[config.mk]
export PLATFORM = sky130hd
export DESIGN_NAME = asr_converter_flat
export DESIGN_NICKNAME = d
export VERILOG_FILES = /design/src/asr_pkg.sv /design/src/asr_link_if.sv /design/src/asr_converter.sv /design/src/flat_wrapper.sv
export SDC_FILE = /design/constraint.sdc
export NUM_CORES = 1
export LEC_CHECK = 0
export BUFFER_PORTS_ARGS = -buffer_cell sky130_fd_sc_hd__buf_2
export CORE_MARGIN = 10
export CORE_UTILIZATION = 28
export CTS_CLUSTER_DIAMETER = 30
export DETAILED_ROUTE_END_ITERATION = 8
export PLACE_DENSITY = 0.47
export RECOVER_POWER = 100
export SLEW_MARGIN = 20
export SYNTH_ARGS = -nofsm -noshare
export SYNTH_HDL_FRONTEND = slang
export SYNTH_SLANG_ARGS = --single-unit
export TNS_END_PERCENT = 10
[constraint.sdc]
create_clock -name clock -period 3.1 [get_ports clock]
set_clock_uncertainty 0.05 [all_clocks]
set_input_delay 0.155 -clock clock [delete_from_list [all_inputs] [get_ports clock]]
set_output_delay 0.155 -clock clock [all_outputs]
set_load 0.02 [all_outputs]
[src/asr_pkg.sv]
// Package for the serial readout link of a sampling converter.
// Assumes a 40 MHz system clock at both ends and a link clock of about 5 MHz.
package asr_pkg;
    localparam int WORD_BITS         = 16;
    localparam int FRAME_BITS        = 32;
    localparam int CLOCK_MHZ         = 40;
    localparam int CYCLE_TIME_NS     = 1000;
    localparam int SAFE_PHASE_NS     = 500;
    localparam int QUIET_PHASE_NS    = 500;
    localparam int LATE_WINDOW_NS    = 150;
    localparam int APERTURE_NS       = 50;
    localparam int SAFE_CYCLES       = (SAFE_PHASE_NS * CLOCK_MHZ) / 1000;
    localparam int QUIET_CYCLES      = (QUIET_PHASE_NS * CLOCK_MHZ) / 1000;
    localparam int LATE_CYCLES       = (LATE_WINDOW_NS * CLOCK_MHZ) / 1000;
    localparam int APERTURE_CYCLES   = (APERTURE_NS * CLOCK_MHZ + 999) / 1000;
    localparam int CONV_CYCLES       = SAFE_CYCLES + QUIET_CYCLES;
    localparam int SCK_HALF_DIV      = 4;
    localparam int PHASE_SEL_BIT     = 0;
    localparam int MODE_SEL_BIT      = 1;
    localparam int UPDATE_BIT        = 15;
    localparam logic [15:0] CFG_RESET = 16'h8fcf;
    localparam int DEPTH             = 16;

    typedef enum logic [1:0] {
        ASR_CONV_IDLE  = 2'b00,
        ASR_CONV_SAFE  = 2'b01,
        ASR_CONV_QUIET = 2'b10
    } asr_conv_t;

    typedef enum logic [2:0] {
        ASR_H_IDLE  = 3'b000,
        ASR_H_START = 3'b001,
        ASR_H_WAIT  = 3'b010,
        ASR_H_LOW   = 3'b011,
        ASR_H_HIGH  = 3'b100,
        ASR_H_DONE  = 3'b101
    } asr_host_t;
endpackage

[src/asr_link_if.sv]
// Interface joining the converter end and the host end of the serial link.
// The interface itself resolves the data output wire from the enable.
`timescale 1ns/1ps
interface asr_link_if;
    logic conversion_start_strobe;
    logic cs_n;
    logic sck;
    logic sdi;
    logic sdo_out;
    logic sdo_oe_n;
    logic busy;
    logic sdo;

    // Pull the released line low; no high impedance in design code
    assign sdo = sdo_oe_n ? 1'b0 : sdo_out;

    modport converter (
        input  conversion_start_strobe,
        input  cs_n,
        input  sck,
        input  sdi,
        output sdo_out,
        output sdo_oe_n,
        output busy
    );
    modport host (
        output conversion_start_strobe,
        output cs_n,
        output sck,
        output sdi,
        input  sdo,
        input  busy
    );
endinterface

[src/asr_converter.sv]
// Converter end: conversion timing engine and serial readout/config port.
// Assumes link pins come from another domain and are synchronised here.
// ****************************************************************
// Summary of operation
// ****************************************************************
// Summary of operation
// - Host captures output on falling clock edges
// - Falling-edge hosts stay inside safe window
// - Rising-edge hosts lengthen after-conversion window
// - Long transfers may split across conversions
// - Config word follows result, MSB first
// - Extra edges cycle result and config again
// - No link activity around the sampling edge
// - Conversion splits into safe and quiet halves
// - Full rate needs 34 MHz serial clock
// - Late window allows 25 MHz, discouraged
// - Slow host uses only after-conversion window
// - Chip select may span start; clock pauses
// - Split transfers end when late window closes; code restarts the frame at eoc
// - Long cycle time requires asynchronous mode
// - Result and config update at end-of-conversion
// - Access accepted while busy, through late window
// - Host gives 16 edges result, 16 config
// - Chip select free, held low, or tied
// - Output enabled by select; shift on falling edges
// - Phase bit one repeats MSB once
`timescale 1ns/1ps
module asr_converter
    import asr_pkg::*;
#(
    parameter int RESULT_BITS = asr_pkg::WORD_BITS
) (
    input  wire logic                        clock,
    input  wire logic                        nrst,
    input  wire logic                        ce,
    asr_link_if.converter                    link,
    input  wire logic [RESULT_BITS-1:0]      sample_value,
    output logic      [asr_pkg::WORD_BITS-1:0] active_config,
    output logic                             conversion_done
);
    import asr_pkg::*;

    // ****************************************************************
    // Pin synchronisers
    // ****************************************************************
    logic [1:0] stb_sync;
    logic [1:0] cs_sync;
    logic [1:0] sck_sync;
    logic [1:0] sdi_sync;
    logic       stb_prev;
    logic       sck_prev;
    logic       cs_prev;

    always_ff @(posedge clock or negedge nrst)
    begin
        if (!nrst)
        begin
            stb_sync <= 2'h0;
            cs_sync  <= 2'h3;
            sck_sync <= 2'h0;
            sdi_sync <= 2'h0;
            stb_prev <= 1'b0;
            sck_prev <= 1'b0;
            cs_prev  <= 1'b1;
        end
        else if (ce)
        begin
            stb_sync <= {stb_sync[0], link.conversion_start_strobe};
            cs_sync  <= {cs_sync[0], link.cs_n};
            sck_sync <= {sck_sync[0], link.sck};
            sdi_sync <= {sdi_sync[0], link.sdi};
            stb_prev <= stb_sync[1];
            sck_prev <= sck_sync[1];
            cs_prev  <= cs_sync[1];
        end
    end

    logic stb_rise;
    logic sck_fall;
    logic sck_rise;
    logic cs_fall;
    logic selected;
    assign stb_rise = stb_sync[1] && !stb_prev;
    assign sck_fall = !sck_sync[1] && sck_prev;
    assign sck_rise = sck_sync[1] && !sck_prev;
    assign cs_fall  = !cs_sync[1] && cs_prev;
    assign selected = !cs_sync[1];

    // ****************************************************************
    // Conversion timing engine
    // ****************************************************************
    asr_conv_t   state;
    logic [15:0] phase_count;
    logic        eoc;

    always_ff @(posedge clock or negedge nrst)
    begin
        if (!nrst)
        begin
            state       <= ASR_CONV_IDLE;
            phase_count <= 16'h0;
        end
        else if (ce)
        begin
            case (state)
                ASR_CONV_IDLE:
                    if (stb_rise)
                    begin
                        state       <= ASR_CONV_SAFE;
                        phase_count <= 16'h0;
                    end
                ASR_CONV_SAFE:
                    if (phase_count == 16'(SAFE_CYCLES - 1))
                    begin
                        state       <= ASR_CONV_QUIET;
                        phase_count <= 16'h0;
                    end
                    else
                        phase_count <= phase_count + 16'h1;
                ASR_CONV_QUIET:
                    if (phase_count == 16'(QUIET_CYCLES - 1))
                        state <= ASR_CONV_IDLE;
                    else
                        phase_count <= phase_count + 16'h1;
                default:
                    state <= ASR_CONV_IDLE;
            endcase
        end
    end

    // Start strobes during conversion are ignored by the idle-only decode
    assign eoc             = ce && (state == ASR_CONV_QUIET)
                             && (phase_count == 16'(QUIET_CYCLES - 1));
    assign link.busy       = (state != ASR_CONV_IDLE);
    assign conversion_done = eoc;

    // ****************************************************************
    // Result and configuration pipeline
    // ****************************************************************
    logic [WORD_BITS-1:0] cfg_shift;
    logic [4:0]           cfg_count;
    logic                 cfg_loaded;
    logic [WORD_BITS-1:0] cfg_pending;
    logic [WORD_BITS-1:0] cfg_of_result;
    logic [WORD_BITS-1:0] result;
    logic [WORD_BITS-1:0] held_sample;

    // Sample is held at the start so a drifting input cannot skew the word
    always_ff @(posedge clock or negedge nrst)
    begin
        if (!nrst)
            held_sample <= 16'h0;
        else if (ce && stb_rise && state == ASR_CONV_IDLE)
            held_sample <= WORD_BITS'(sample_value);
    end

    // Two-deep pipeline: written word applies after two end-of-conversions
    always_ff @(posedge clock or negedge nrst)
    begin
        if (!nrst)
        begin
            cfg_pending   <= CFG_RESET;
            active_config <= CFG_RESET;
            cfg_of_result <= CFG_RESET;
            result        <= 16'h0;
        end
        else if (eoc)
        begin
            result        <= held_sample;
            cfg_of_result <= active_config;
            active_config <= cfg_pending;
            if (cfg_loaded && cfg_shift[UPDATE_BIT])
                cfg_pending <= cfg_shift;
        end
    end

    // Config shifts in on rising edges; incomplete words are dropped at eoc
    always_ff @(posedge clock or negedge nrst)
    begin
        if (!nrst)
        begin
            cfg_shift  <= 16'h0;
            cfg_count  <= 5'h0;
            cfg_loaded <= 1'b0;
        end
        else if (ce)
        begin
            if (eoc || cs_fall)
            begin
                cfg_count  <= 5'h0;
                cfg_loaded <= 1'b0;
            end
            else if (selected && sck_rise && cfg_count != 5'(WORD_BITS))
            begin
                cfg_shift <= {cfg_shift[WORD_BITS-2:0], sdi_sync[1]};
                cfg_count <= cfg_count + 5'h1;
                if (cfg_count == 5'(WORD_BITS - 1))
                    cfg_loaded <= 1'b1;
            end
        end
    end

    // ****************************************************************
    // Serial output sequencer
    // ****************************************************************
    logic [4:0] bit_index;
    logic       repeat_pending;
    logic       out_bit;
    logic       phase_sel;
    assign phase_sel = cfg_of_result[PHASE_SEL_BIT];

    always_ff @(posedge clock or negedge nrst)
    begin
        if (!nrst)
        begin
            bit_index      <= 5'h0;
            repeat_pending <= 1'b0;
        end
        else if (ce)
        begin
            if (cs_fall || eoc)
            begin
                bit_index      <= 5'h0;
                repeat_pending <= phase_sel;
            end
            else if (selected && sck_fall)
            begin
                if (repeat_pending)
                    repeat_pending <= 1'b0;
                else
                    bit_index <= bit_index + 5'h1;
            end
        end
    end

    // Frame is result then its config; 5-bit index wraps at 32
    always_comb
    begin
        if (bit_index < 5'(WORD_BITS))
            out_bit = result[WORD_BITS - 1 - int'(bit_index)];
        else
            out_bit = cfg_of_result[FRAME_BITS - 1 - int'(bit_index)];
    end

    always_ff @(posedge clock or negedge nrst)
    begin
        if (!nrst)
        begin
            link.sdo_out  <= 1'b0;
            link.sdo_oe_n <= 1'b1;
        end
        else if (ce)
        begin
            link.sdo_out  <= out_bit;
            link.sdo_oe_n <= !selected;
        end
    end
    // Access while busy is accepted; nothing gates the port on state
endmodule

[src/flat_wrapper.sv]
// flat-port wrapper written by rule: the top's interface ports become plain ports
module asr_converter_flat import asr_pkg::*;
#(
    parameter int RESULT_BITS = asr_pkg::WORD_BITS
)
  (clock, nrst, ce, sample_value, active_config, conversion_done, link_conversion_start_strobe, link_cs_n, link_sck, link_sdi, link_sdo_out, link_sdo_oe_n, link_busy);
  asr_link_if link_i ();
  input  wire logic clock;
  input  wire logic nrst;
  input  wire logic ce;
  input  wire logic [RESULT_BITS-1:0] sample_value;
  output logic      [asr_pkg::WORD_BITS-1:0] active_config;
  output logic conversion_done;
  input wire logic [$bits(link_i.conversion_start_strobe)-1:0] link_conversion_start_strobe;
  input wire logic [$bits(link_i.cs_n)-1:0] link_cs_n;
  input wire logic [$bits(link_i.sck)-1:0] link_sck;
  input wire logic [$bits(link_i.sdi)-1:0] link_sdi;
  output wire logic [$bits(link_i.sdo_out)-1:0] link_sdo_out;
  output wire logic [$bits(link_i.sdo_oe_n)-1:0] link_sdo_oe_n;
  output wire logic [$bits(link_i.busy)-1:0] link_busy;
  assign link_i.conversion_start_strobe = link_conversion_start_strobe;
  assign link_i.cs_n = link_cs_n;
  assign link_i.sck = link_sck;
  assign link_i.sdi = link_sdi;
  assign link_sdo_out = link_i.sdo_out;
  assign link_sdo_oe_n = link_i.sdo_oe_n;
  assign link_busy = link_i.busy;
  asr_converter #(.RESULT_BITS(RESULT_BITS)) u_core (.clock(clock), .nrst(nrst), .ce(ce), .link(link_i), .sample_value(sample_value), .active_config(active_config), .conversion_done(conversion_done));
endmodule
==> metrics.md <==
| Metric | Value |
|---|---|
| Maximum fanout along the worst path | 21 |
| Combinational share of power | 0.116 |
| # nets final | between 500 and 600 |
| FF-to-FF Start | u_core.link.sdo_oe_n$_DFFE_PN1P_ |
| Total GRT Usage | 0.09529 |
| Max-cap violations | 1 |
| Top Usage Layer GRT | met2 |
| Clk Latency, worst-skew pair | 420 ps |
| Hold Path Cell Cnt | 2 |
| Clock Tree Root | clkbuf_16 |
| Met1 GRT Util | 0.1197 |
| CTS tree | yes |
| Die ar. | roughly 29000 sq um |
| H-tree lvl count | 4 |
| Vias in the first global route | 4214 |
| Leakage power | roughly 3.3 nW |
| Register share of total power | 0.433 |
| Main synth FF type | dfrtp_1 |
| Startpoint Class | flop |
| Seq/Total Area, Yosys | 0.5617 |
| Most frequent cells in the layout | dfrtp_1 (102), mux2_2 (97), dfstp_2 (36), clkbuf_1 (26) |
| Synth warn | 0 |
| Detail Route Antenna Nets | 0 |
| Psw | 1.211 mW |
| Worst reg-to-reg setup slack | about 410 ps |
| Clock share of power | 0.451 |
| Synth area leader | dfrtp_1 |
| PD cells | roughly 660 nW/um^2 |
| CTS buffer count | 17 |
| Setup Buffers After CTS | 0 |
| Mean Syn Cell Area | 13.69 sq um |
| Initial Utilization | 0.2854 |
| Cells along the critical path | or3b_2, nor3_1, a21boi_0, clkbuf_1, mux2_2 |
| Gpl congestion | about 0.76 |
| Share of cells above drive strength 1 | 0.3825 |
| Slowest stage cell, crit path | clkbuf_1 |
| Worst path bufs/invs | 1 |
| Number of flops mapped to enable cells by yosys | 0 |
| Die height | between 150 and 200 microns |
| Min-delay src | ce |
| Slew @ Worst Pin | approximately 1600 ps |
| Die width | 169.1 microns |
| First-pass GRT wire length | roughly 22 mm |
| Family with the most delay on the worst path | buffers and inverters |
| Required @ worst endpoint | roughly 3400 ps |
| Sink Count | 138 |
| Gr ovfl total | 0 |
| Arr. time, crit path | between 2000 and 3000 ps |
| Clk slew on worst S/H paths | 60 ps |
| Slew HR | -0.05952 |
| Max incr delay on CP | 810 ps |
| Vias/cell | around 4.7 |
| Hold EP | u_core.stb_sync[0]$_DFFE_PN0P_ |
| Starting DRT DRC Count | approximately 150 |
| Mapped cell area | 6228 sq um |
| Synth cell types | 59 |
| DRC viols | 0 |
| Setup_tns | 0 ps |
| Num rows | between 50 and 60 |
| Post-DP HPWL | approximately 8.9 mm |
| Final core occ | 0.3439 |
| Drt wl/cell | ~16 microns |
| CORE AREA | about 22000 sq um |
| Final Hold Fails | 0 |
| Reg2reg end | u_core.cfg_shift[15]$_DFFE_PN0P_ |
| Met2 Use GR | 0.1471 |
| Worst ir drop on vdd | about 0.24 mV |
| Routed WL | 12.96 mm |
| Worst Setup End Kind | flop |
| Ys async rst share | 1.000 |
| Critical path type | flop to flop |
| Syn_nets | 487 |
| Number of antenna diodes | 0 |
| P_int | 3.749 mW |
| Commonest non-fill, non-tap cell in the layout | dfrtp_1 |
| I/O Buffers | 42 |
| DR pass1 iterations | 6 |
| Min-Delay Path Class | primary input to flop |
| Largest net degree at the start of global routing | between 60 and 70 |
| Clock buffer depth | 2 |
| Final min period | 2693 ps |
| R2r worst-path depth | 5 |
| Status | finished, violations left |
| P&R area growth vs syn | 20.51% |
| Unrepaired setup endpoints after global routing | no |
| Met3 Track Usage GR | 0.02524 |
| I/O pin count | 43 |
| Via Count | around 3800 |
| Sw Ratio | 0.2442 |
| Seq cells post-synth | between 100 and 150 |
| Fin crit share | 0.8686 |
| Synth top area cells | dfrtp_1 (41%), mux2_2 (18%), dfstp_2 (15%) |
| Cells after Synth | roughly 460 |
| Final setup fails | 0 |
| Failing checks | capacitance limit, slew limit |
| Initial antenna violation count | 0 |
| Max-slew violation count | 62 |
| Area share of the largest cell type after synthesis | 0.4098 |
| Max frequency | roughly 0.37 GHz |
==> per-layer routing <==
layer,part of all wire,vias to the layer above
met1,0.47,1958
li1,-,1799
met5,0,-
met4,0.028,0
met3,0.037,22
met2,0.47,66
==> worst reg2reg max path, stage by stage, from the launching register on <==
cell and delay [ps]:
dfstp_2 400, or3b_2 490, nor3_1 190, a21boi_0 210
clkbuf_1 810, mux2_2 420
==> worst max path at each step <==
stage               cells past startpoint                                   end                              from  slack [ps]
finish                                  5      u_core.cfg_shift[15]$_DFFE_PN0P_  u_core.link.sdo_oe_n$_DFFE_PN1P_         410
global route                            5       u_core.cfg_shift[3]$_DFFE_PN0P_  u_core.link.sdo_oe_n$_DFFE_PN1P_         200
CTS                                     7    u_core.cfg_pending[13]$_DFFE_PN0P_       u_core.state[0]$_DFFE_PN0P_         460
detailed placement                      7    u_core.cfg_pending[13]$_DFFE_PN0P_       u_core.state[0]$_DFFE_PN0P_         480
global placement                        7    u_core.cfg_pending[12]$_DFFE_PN0P_       u_core.state[0]$_DFFE_PN0P_         560
floorplan                               9  u_core.cfg_of_result[12]$_DFFE_PN0P_       u_core.state[0]$_DFFE_PN0P_         940
==> power by group through the flow <==
| stage | registers (mW) | logic [mW] | clock network [mW] |
|---|---|---|---|
| CTS | 2.15 | 0.597 | 2.30 |
| floorplan | 2.11 | 0.432 | 0 |
| detailed placement | 2.18 | 0.574 | 0 |
| finish | 2.15 | 0.574 | 2.24 |
| global route | 2.18 | 0.649 | 2.38 |
| global placement | 2.18 | 0.558 | 0 |
==> cell usage after synthesis (2+ instances only) <==
cell / count
o21ai_1: 2
nor3_1: 5
a22o_1: 12
dfrtp_1: 102
o22ai_1: 2
a31oi_1: 2
inv_1: 9
a211o_1: 4
mux2_2: 97
buf_2: 7
buf_4: 6
mux2_4: 9
clkbuf_1: 5
a21oi_1: 7
a21o_1: 6
nand2_1: 15
nor2b_1: 5
o21ai_0: 14
nor4b_2: 3
and2_1: 2
nor3b_1: 3
a211oi_1: 3
mux4_2: 8
nand2b_1: 5
dfstp_2: 36
and3_1: 5
ha_1: 9
nor2_1: 20
mux2i_1: 4
nand3_1: 16
or3_1: 2
buf_6: 2
nor4_1: 2
==> state kept, by name (all words and copies together), names as in the netlist <==
name / flops
u_core.link.sdo_out: 1
u_core.sdi_sync: 2
u_core.active_config: 16
u_core.repeat_pending: 1
u_core.cfg_loaded: 1
u_core.bit_index: 5
u_core.cfg_pending: 16
u_core.cfg_shift: 16
u_core.cfg_of_result: 16
u_core.cfg_count: 5
u_core.stb_sync: 2
u_core.held_sample: 16
u_core.phase_count: 16
u_core.result: 16
u_core.link.sdo_oe_n: 1
u_core.cs_sync: 2
u_core.stb_prev: 1
u_core.state: 2
u_core.sck_sync: 2
u_core.sck_prev: 1
==> metrics by stage <==
stage	hold WS, ps	area [sq um]	power, mW	setup slack (ps)	instances
after floorplan	-190.6	6228	2.538	942.3	455
after global placement	131.5	6735	2.736	558.9	763
after detailed placement	140.9	6735	2.757	475.2	763
after CTS	143.8	7599	5.052	455.2	816
after global routing	358.4	7506	5.211	197.2	816
final	343.6	7506	4.960	407.2	816
==> what timing repair did <==
action,4_1_cts,5_1_grt
hold buffers,21,0
gates resized for setup,0,0
hold endpoints to repair,69,0
==> logic make-up after synthesis <==
family          Yosys count  synth area share
simple gates             96           0.08919
buf+inv                  30           0.02571
flops                   138            0.5617
compound gates           62           0.07011
fa+ha+maj                 9           0.01808
xor+xnor                  2          0.002813
mux                     118            0.2324
==> area by class of cell <==
class                   count  area, sq um
fillers                  2145        14320
flip-flops and latches    138         3498
multi-input cells         287         2525
clock buffers              21        460.4
repair buffers             70        445.4
well taps                 280        350.3
clock inverters            11        192.7
inverters                   9        33.78
(Power assumes the default switching activity.)
